<file path="src/hw/ecc_defs.svh">
`ifndef ECC_DEFS_SVH
`define ECC_DEFS_SVH

// Register byte offsets
`define ECC_OFS_WORD_N     8'h00
`define ECC_OFS_WORD_N1    8'h04
`define ECC_OFS_CTRL       8'h08
`define ECC_OFS_READ_M     8'h0C
`define ECC_OFS_READ_M1    8'h10
`define ECC_OFS_STATUS     8'h14

// Control word bit positions
`define ECC_B_SV1_SET      0
`define ECC_B_SV2_SET      1
`define ECC_B_CNT_SET      2
`define ECC_B_HEX          3
`define ECC_B_MODE_LO      4
`define ECC_B_READ         6
`define ECC_B_CNT_RST      7
`define ECC_B_COMPARE_OUTPUT_ONE_EN      8
`define ECC_B_COMPARE_OUTPUT_TWO_EN      9

// Bit of word n+1 holding the output condition (1: greater-or-equal)
`define ECC_B_COND         15

// Status word bit positions
`define ECC_B_ST_COMPARE_OUTPUT_ONE      8
`define ECC_B_ST_COMPARE_OUTPUT_TWO      9
`define ECC_B_ST_RANGE     12

// Reset values and limits
`define ECC_CTRL_RST       16'h0000
`define ECC_CNT_MAX        24'h7F_FFFF
`define ECC_CNT_MIN        24'h80_0000

`endif

</file>
<file path="src/hw/ecc_pkg.sv">
package ecc_pkg;

  typedef enum logic [1:0] {
    ECC_MODE_OFF,
    ECC_MODE_PULSE_DIR,
    ECC_MODE_QUAD_X1,
    ECC_MODE_QUAD_X4
  } ecc_mode_e;

  typedef struct packed {
    logic a_rise;
    logic a_fall;
    logic b_rise;
    logic b_fall;
  } ecc_edge_s;

  typedef struct packed {
    logic green;
    logic red;
  } ecc_led_s;

endpackage

</file>
<file path="src/hw/ecc_counter_top.sv">
// The register addresses and the APB slave port were chosen for this implementation.
`timescale 1ns/1ps
`default_nettype none
`include "ecc_defs.svh"

module ecc_counter_top #(
  parameter int CNT_W = 24
) (
  // Clock and reset
  input  wire logic             SYS_CLK_IN,
  input  wire logic             SYS_RST_IN,
  // APB slave
  input  wire logic             PSEL_IN,
  input  wire logic             PENABLE_IN,
  input  wire logic             PWRITE_IN,
  input  wire logic [7:0]       PADDR_IN,
  input  wire logic [31:0]      PWDATA_IN,
  output logic      [31:0]      PRDATA_OUT,
  output logic                  PREADY_OUT,
  output logic                  PSLVERR_OUT,
  // Encoder
  input  wire logic             PHASE_A_IN,
  input  wire logic             PHASE_B_IN,
  // Interface health
  input  wire logic             IF_ERR_IN,
  // Outputs
  output logic                  COMPARE_OUTPUT_ONE_OUT,
  output logic                  COMPARE_OUTPUT_TWO_OUT,
  output ecc_pkg::ecc_led_s     LINK_STATUS_INDICATOR_OUT
);

  function automatic logic [CNT_W-1:0] dec_val(input logic [31:0] w, input logic hex);
    logic [CNT_W-1:0] acc;
    acc = '0;
    if (hex) begin
      return w[CNT_W-1:0];
    end
    for (int i = 6; i >= 0; i--) begin
      acc = CNT_W'(acc * CNT_W'(10)) + CNT_W'(w[i*4 +: 4]);
    end
    return (w[30:28] != 3'h0) ? CNT_W'(-acc) : acc;
  endfunction

  function automatic logic [31:0] enc_val(input logic [CNT_W-1:0] c, input logic hex);
    logic [CNT_W-1:0] mag;
    logic [27:0]      bcd;
    mag = c[CNT_W-1] ? CNT_W'(-c) : c;
    bcd = '0;
    if (hex) begin
      return {8'h00, c};
    end
    for (int i = CNT_W - 1; i >= 0; i--) begin
      for (int d = 0; d < 7; d++) begin
        if (bcd[d*4 +: 4] >= 4'h5) begin
          bcd[d*4 +: 4] = bcd[d*4 +: 4] + 4'h3;
        end
      end
      bcd = {bcd[26:0], mag[i]};
    end
    return {(c[CNT_W-1] ? 4'hF : 4'h0), bcd};
  endfunction

  // APB decode
  wire        acc_phase = PSEL_IN & PENABLE_IN;
  wire        hit_n     = PADDR_IN == `ECC_OFS_WORD_N;
  wire        hit_n1    = PADDR_IN == `ECC_OFS_WORD_N1;
  wire        hit_ctrl  = PADDR_IN == `ECC_OFS_CTRL;
  wire        hit_m     = PADDR_IN == `ECC_OFS_READ_M;
  wire        hit_m1    = PADDR_IN == `ECC_OFS_READ_M1;
  wire        hit_st    = PADDR_IN == `ECC_OFS_STATUS;
  wire        known     = hit_n | hit_n1 | hit_ctrl | hit_m | hit_m1 | hit_st;
  wire        wr        = acc_phase & PWRITE_IN & known;
  wire        wr_ctrl   = wr & hit_ctrl;

  logic [15:0]      word_n_ff;
  logic [15:0]      word_n1_ff;
  logic [15:0]      ctrl_ff;
  logic [15:0]      read_m_ff;
  logic [15:0]      read_m1_ff;
  logic [31:0]      prdata_ff;
  logic             init_done_ff;
  ecc_pkg::ecc_led_s led_ff;
  logic [CNT_W-1:0] count_ff;
  logic             stop_ff;
  logic [1:0]       ph_s1_ff;
  logic [1:0]       ph_s2_ff;
  logic [1:0]       ph_d_ff;
  logic [CNT_W-1:0] sv_ff [2];
  logic [1:0]       cond_ff;
  logic [1:0]       out_ff;

  // Set/reset/read actions fire on a 0-to-1 write so a held bit acts once
  wire  [15:0] nxt_ctrl  = wr_ctrl ? PWDATA_IN[15:0] : ctrl_ff;
  wire  [15:0] ctrl_rise = wr_ctrl ? (PWDATA_IN[15:0] & ~ctrl_ff) : 16'h0000;
  wire         hex_sel   = nxt_ctrl[`ECC_B_HEX];
  wire  [31:0] host_word = {word_n1_ff, word_n_ff};
  wire  [CNT_W-1:0] host_val = dec_val(host_word, hex_sel);
  wire  [31:0] rd_word   = enc_val(count_ff, hex_sel);

  ecc_pkg::ecc_mode_e mode;
  ecc_pkg::ecc_mode_e nxt_mode;
  assign mode     = ecc_pkg::ecc_mode_e'(ctrl_ff[`ECC_B_MODE_LO +: 2]);
  assign nxt_mode = ecc_pkg::ecc_mode_e'(nxt_ctrl[`ECC_B_MODE_LO +: 2]);

  wire mode_chg = (nxt_mode != mode) && (mode != ecc_pkg::ECC_MODE_OFF);
  wire set_cnt  = ctrl_rise[`ECC_B_CNT_SET];
  wire rst_cnt  = ctrl_rise[`ECC_B_CNT_RST];
  wire host_act = mode_chg | set_cnt | rst_cnt;

  wire [31:0] status_word = {19'h0_0000, stop_ff, 2'b00, out_ff, 2'b00,
                             ctrl_ff[`ECC_B_MODE_LO +: 2], 4'h0};

  wire [31:0] rd_mux = hit_n    ? {16'h0000, word_n_ff}  :
                       hit_n1   ? {16'h0000, word_n1_ff} :
                       hit_ctrl ? {16'h0000, ctrl_ff}    :
                       hit_m    ? {16'h0000, read_m_ff}  :
                       hit_m1   ? {16'h0000, read_m1_ff} :
                       hit_st   ? status_word            : 32'h0000_0000;

  // Read data is latched in the setup phase, so zero wait states suffice
  assign PREADY_OUT  = 1'b1;
  assign PSLVERR_OUT = acc_phase & ~known;
  assign PRDATA_OUT  = prdata_ff;

  always_ff @(posedge SYS_CLK_IN) begin
    if (SYS_RST_IN) begin
      word_n_ff    <= 16'h0000;
      word_n1_ff   <= 16'h0000;
      ctrl_ff      <= `ECC_CTRL_RST;
      read_m_ff    <= 16'h0000;
      read_m1_ff   <= 16'h0000;
      prdata_ff    <= 32'h0000_0000;
      init_done_ff <= 1'b0;
    end else begin
      if (wr & hit_n) begin
        word_n_ff <= PWDATA_IN[15:0];
      end
      if (wr & hit_n1) begin
        word_n1_ff <= PWDATA_IN[15:0];
      end
      ctrl_ff <= nxt_ctrl;
      if (ctrl_rise[`ECC_B_READ]) begin
        read_m_ff  <= rd_word[15:0];
        read_m1_ff <= rd_word[31:16];
      end
      if (PSEL_IN & ~PENABLE_IN) begin
        prdata_ff <= rd_mux;
      end
      if (acc_phase) begin
        init_done_ff <= 1'b1;
      end
    end
  end

  // Indicator: dark until the host first talks to the block
  always_ff @(posedge SYS_CLK_IN) begin
    if (SYS_RST_IN) begin
      led_ff <= '0;
    end else begin
      led_ff.green <= init_done_ff & ~IF_ERR_IN;
      led_ff.red   <= init_done_ff & IF_ERR_IN;
    end
  end
  assign LINK_STATUS_INDICATOR_OUT = led_ff;

  // Two-stage sync, then a third stage for edge detection
  always_ff @(posedge SYS_CLK_IN) begin
    if (SYS_RST_IN) begin
      ph_s1_ff <= 2'b00;
      ph_s2_ff <= 2'b00;
      ph_d_ff  <= 2'b00;
    end else begin
      ph_s1_ff <= {PHASE_B_IN, PHASE_A_IN};
      ph_s2_ff <= ph_s1_ff;
      ph_d_ff  <= ph_s2_ff;
    end
  end

  wire a = ph_s2_ff[0];
  wire b = ph_s2_ff[1];
  ecc_pkg::ecc_edge_s edg;
  assign edg.a_rise = a & ~ph_d_ff[0];
  assign edg.a_fall = ~a & ph_d_ff[0];
  assign edg.b_rise = b & ~ph_d_ff[1];
  assign edg.b_fall = ~b & ph_d_ff[1];

  // Forward: A rises with B low; reverse: A falls with B low
  wire x4_up = (edg.a_rise & ~b) | (edg.a_fall & b) | (edg.b_rise & a) | (edg.b_fall & ~a);
  wire x4_dn = (edg.a_rise & b) | (edg.a_fall & ~b) | (edg.b_rise & ~a) | (edg.b_fall & a);

  logic step_up;
  logic step_dn;
  always_comb begin
    step_up = 1'b0;
    step_dn = 1'b0;
    unique case (mode)
      ecc_pkg::ECC_MODE_OFF: begin
        step_up = 1'b0;
      end
      ecc_pkg::ECC_MODE_PULSE_DIR: begin
        step_up = edg.a_rise & ~b;
        step_dn = edg.a_rise & b;
      end
      ecc_pkg::ECC_MODE_QUAD_X1: begin
        step_up = edg.a_rise & ~b;
        step_dn = edg.a_fall & ~b;
      end
      ecc_pkg::ECC_MODE_QUAD_X4: begin
        step_up = x4_up;
        step_dn = x4_dn;
      end
    endcase
  end

  logic [CNT_W-1:0] nxt_count;
  logic             nxt_stop;
  always_comb begin
    nxt_count = count_ff;
    nxt_stop  = stop_ff;
    if (mode_chg) begin
      nxt_count = '0;
    end else if (set_cnt) begin
      nxt_count = host_val;
      nxt_stop  = 1'b0;
    end else if (rst_cnt) begin
      nxt_count = '0;
      nxt_stop  = 1'b0;
    end else if (!stop_ff && step_up) begin
      if (count_ff == `ECC_CNT_MAX) begin
        nxt_stop = 1'b1;
      end else begin
        nxt_count = count_ff + CNT_W'(1);
      end
    end else if (!stop_ff && step_dn) begin
      if (count_ff == `ECC_CNT_MIN) begin
        nxt_stop = 1'b1;
      end else begin
        nxt_count = count_ff - CNT_W'(1);
      end
    end
  end

  always_ff @(posedge SYS_CLK_IN) begin
    if (SYS_RST_IN) begin
      count_ff <= '0;
      stop_ff  <= 1'b0;
    end else begin
      count_ff <= nxt_count;
      stop_ff  <= nxt_stop;
    end
  end

  // Set values and comparison, one slice per output
  wire [1:0] out_en = {ctrl_ff[`ECC_B_COMPARE_OUTPUT_TWO_EN], ctrl_ff[`ECC_B_COMPARE_OUTPUT_ONE_EN]};
  wire [1:0] sv_set = {ctrl_rise[`ECC_B_SV2_SET], ctrl_rise[`ECC_B_SV1_SET]};
  for (genvar g = 0; g < 2; g++) begin : g_cmp
    wire signed [CNT_W-1:0] cnt_s = count_ff;
    wire signed [CNT_W-1:0] sv_s  = sv_ff[g];
    wire hit = cond_ff[g] ? (cnt_s >= sv_s) : (cnt_s <= sv_s);
    always_ff @(posedge SYS_CLK_IN) begin
      if (SYS_RST_IN) begin
        sv_ff[g]   <= '0;
        cond_ff[g] <= 1'b0;
        out_ff[g]  <= 1'b0;
      end else begin
        if (sv_set[g]) begin
          sv_ff[g]   <= host_val;
          cond_ff[g] <= word_n1_ff[`ECC_B_COND];
        end
        out_ff[g] <= out_en[g] & hit;
      end
    end
  end

  assign COMPARE_OUTPUT_ONE_OUT = out_ff[0];
  assign COMPARE_OUTPUT_TWO_OUT = out_ff[1];
endmodule
`default_nettype wire

</file>
<file path="config.mk">
export PLATFORM = sky130hd
export DESIGN_NAME = ecc_counter_top
export DESIGN_NICKNAME = d
export VERILOG_FILES = /design/src/hw/ecc_pkg.sv /design/src/hw/ecc_counter_top.sv
export VERILOG_INCLUDE_DIRS = /design/src /design/src/hw
export SDC_FILE = /design/constraint.sdc
export NUM_CORES = 1
export LEC_CHECK = 0
export BUFFER_PORTS_ARGS = -buffer_cell sky130_fd_sc_hd__buf_2
export CAP_MARGIN = 20
export CORE_MARGIN = 2
export CORE_UTILIZATION = 47
export DETAILED_ROUTE_END_ITERATION = 8
export PLACE_DENSITY = 0.65
export SYNTH_ARGS = -nofsm -noshare
export SYNTH_HDL_FRONTEND = slang
export SYNTH_SLANG_ARGS = --single-unit
</file>
<file path="constraint.sdc">
create_clock -name SYS_CLK_IN -period 20.6 [get_ports SYS_CLK_IN]
set_input_delay 1.03 -clock SYS_CLK_IN [delete_from_list [all_inputs] [get_ports SYS_CLK_IN]]
set_output_delay 1.03 -clock SYS_CLK_IN [all_outputs]
set_load 0.01 [all_outputs]
</file>
==> out/qor.yml <==
run_status:
  outcome: "complete, no violations"
logic_synthesis:
  ys_warn_count: 0
  yosysUniqueCellTypes: 140
  synthAdderAreaFrac: 0.162
  synth_top_family_by_area: "compound AO/OA/AOI/OAI gates"
  synth_xor_area_frac: 0.0867
  synthMuxAreaShare: 0.0514
  synth_area_leader_cell: "ha_1"
  synthArstFlopShare: 0
  synth_edf_count: 48
  synth_ff_type: "dfxtp_1"
  synth_top_area_frac: 0.153
  synth_area_per_cell_um2: 7.72
  synthesis.area_um2: 28500
  yosysSeqAreaShare: 0.143
  synth-compound-area-share: 0.295
  ys_ff_latch: 179
  netlist_instances: 3690
  synthSimpleGateAreaFrac: 0.203
  synthTopCellsByArea: "ha_1 15%, dfxtp_1 9.2%, a21oi_1 5.5%, xnor2_1 5.3%, edfxtp_1 5.1%"
grt:
  grt_pass1_vias: 25036
  grtUsageTotal: 0.235
  grt_overflow: 0
  grt_max_degree: 88
  antenna_found_initial: 6
  grt_pass1_wl_um: 124000
clock_tree:
  cts-hold-fix-buffers: 0
  cts_inserted_buffers: 17
  clock-sinks: 179
  cts_tree: "done"
  worstSkewPairLatency_ns: 0.46
  cts_buffer_depth: 2
  clk_pin_slew_ns: 0.07
  clockRootBuffer: "clkbuf_16"
  htree_levels: 4
timing:
  period_share: 0.953
  slew_headroom: 0.256
  tightest_slew_ns: 1.11
  tns_ns: 0
  whs_ns: 0.446
  hold_violations: 0
  finClkSkew_ns: 0.0172
  setup_violations: 0
  min_period_ns: 19.64
  fmax_ghz: 0.0509
  drv_slew: 0
critical_path:
  r2r_cells: 117
  cp_slowest_cell: "or4_4"
  startpoint_type: "register"
  worstPathArrival_ns: 20.02
  slowest_delay_ns: 0.57
  reg2reg_slack_ns: 0.96
  cp_max_fo: 7
  r2r-start: "count_ff[4]"
  cp-end-kind: "register"
  cp.required_ns: 20.99
  crit_type: "register to register"
  r2r-end: "read_m_ff[1]"
  cpMostUsedCell: "ha_2"
route:
  ant_nets: 0
  vias: 27238
  avgViaCountPerCell: 5.91
  first_iter_violations: 1744
  dr.pass1.iters: 5
  drc: 0
  wire_per_inst_um: 16.8
  finalWirelength_um: 77500
place:
  placedCellCount: 4521
  dp_hpwl_um: 61400
  place_congestion: 0.901
  port_buffers: 52
floorplanning:
  die_w_um: 250
  initial_utilization: 0.474
  fp.dieArea_um2: 62600
  die_h_um: 250
  ios: 86
  fp-row-count: 90
  core_area_um2: 60100
power:
  leakagePower_nw: 14.0
  powerDensity_nw_per_um2: 36.8
  ir_worst_vdd_v: 0.0000554
finish:
  layout.cells.non_filler: 4605
  syn_to_final_growth_pct: 12.1
  drive_gt1_frac: 0.155
  layout.nets: 4218
min_path:
  hold_end: "ph_s2_ff[1]"
  min_path_type: "register to register"
  hold_depth: 1
  min_from: "ph_s1_ff[1]"
job:
  cap_viol_max_count: 0
placed cells by master (no fill, tap or decap), types with 26 or more instances in the layout:
cell type	n
nor2b_1	43
a211o_1	27
and3_1	55
o21ai_0	129
o21bai_1	80
nand4_1	31
nand3_1	93
nand2b_1	33
inv_1	269
mux2i_1	74
or3_1	33
a21o_1	54
edfxtp_1	48
dfxtp_1	126
and2_1	32
buf_4	145
xnor2_1	160
a211oi_1	50
nand2_1	265
inv_2	33
nor3_1	107
mux2_2	34
nor2_1	295
o21a_1	26
buf_2	51
ha_1	319
o221a_2	27
o211ai_1	39
a21oi_1	307
o21ai_1	59
xor2_1	86
cells in the mapped netlist (13+ instances only):
master	number
a211oi_2	13
a31oi_1	25
ha_1	349
nor2_1	302
a22oi_1	20
dfxtp_1	131
a21o_1	55
xnor2_1	174
nor2b_1	50
inv_1	277
o211ai_1	39
o22ai_1	17
mux2i_1	76
nand2b_1	43
and3_1	56
a211o_1	27
clkbuf_1	80
o21bai_1	80
nand2_1	267
o221a_2	28
o211a_1	16
nor3b_1	19
o21a_1	27
fa_1	13
o31ai_1	21
o221ai_1	19
a21oi_1	312
mux2_2	35
or3_1	33
or2_1	13
and2_1	36
a22o_1	16
a211oi_1	53
inv_2	26
nand3b_1	17
nor4_1	19
o21ai_0	132
xor2_1	90
o21ai_1	60
edfxtp_1	48
nand4_1	31
nor3_1	112
buf_4	20
nand3_1	96
state kept, by name (all words and copies together) (netlist names):
signal,cells
COMPARE_OUTPUT_ONE_OUT,1
COMPARE_OUTPUT_TWO_OUT,1
LINK_STATUS_INDICATOR_OUT,2
PRDATA_OUT,16
cond_ff,2
count_ff,24
ctrl_ff,16
init_done_ff,1
ph_d_ff,2
ph_s1_ff,2
ph_s2_ff,2
read_m1_ff,13
read_m_ff,16
stop_ff,1
sv_ff,48
word_n1_ff,16
word_n_ff,16
worst max-delay path by stage:
stage                start           end  slack [ns]  depth (start not counted)
4_1_cts        count_ff[9]  read_m_ff[4]      0.0003                        117
3_5_place_dp   count_ff[9]  read_m_ff[1]       -0.35                        116
6_report       count_ff[4]  read_m_ff[1]        0.96                        117
3_3_place_gp   count_ff[3]  read_m_ff[1]       -0.05                        116
5_1_grt        count_ff[4]  read_m_ff[1]       -0.21                        117
2_1_floorplan  count_ff[3]  read_m_ff[1]       0.002                        118
metal layers:
layer / vias up / wire length (um) / track usage
met5: - / 26 / 0
met2: 576 / 36400 / 0.407
met1: 12673 / 35400 / 0.307
met3: 126 / 3060 / 0.0171
li1: 13859 / - / -
met4: 4 / 2550 / 0.0850
power by group:
group          internal [mW]  leakage, nW  switching (mW)
Sequential             0.366         1.55         0.00225
Combinational          0.197         12.1           0.262
Clock                  0.198        0.308           0.150
Total                  0.761         14.0           0.414
what timing repair did:
item,in CTS,in global routing
resized for setup,10,132
endpoints found under the setup margin,10,27
gates cloned,0,0
setup buffers,12,36
pin swaps,17,65
final cells by class:
cell class / instances / area [um2]
antenna: 2 / 5.00
clock buffer: 24 / 539
tap: 782 / 978
clock inverter: 8 / 85.1
inverter: 303 / 1140
timing repair buffer: 199 / 1390
multi-input combinational: 3108 / 23700
fill: 5881 / 28200
sequential: 179 / 4080
stage by stage:
stage / cell area [um2] / util / setup slack [ns] / power (mW)
finish: 31900 / 0.531 / 0.964 / 1.18
global route: 31900 / 0.531 / -0.213 / 1.24
global placement: 30200 / 0.502 / -0.0527 / 0.780
floorplan: 28800 / - / 0.00211 / 0.706
CTS: 31000 / 0.516 / 0.000320 / 1.13
detailed placement: 30200 / 0.503 / -0.353 / 0.785
cells by family after synthesis:
| kind of cell | count (synthesis) |
|---|---|
| compound gates | 1170 |
| simple gates | 1156 |
| buf+inv | 420 |
| fa+ha+maj | 362 |
| xor+xnor | 271 |
| flops | 179 |
| mux | 130 |
| other cells | 2 |
worst max-delay path: cells and delay by family (launching register included):
| kind | cells | cell delay, ns |
|---|---|---|
| AOI/OAI and AO/OA | 30 | 6.16 |
| and+or+nand+nor | 41 | 5.68 |
| adders and majority gates | 19 | 3.73 |
| xor gates and xnor gates | 13 | 2.14 |
| buffers and inverters | 12 | 0.90 |
| muxes | 2 | 0.57 |
| DFF | 1 | 0.33 |
(Power assumes the default switching activity.)
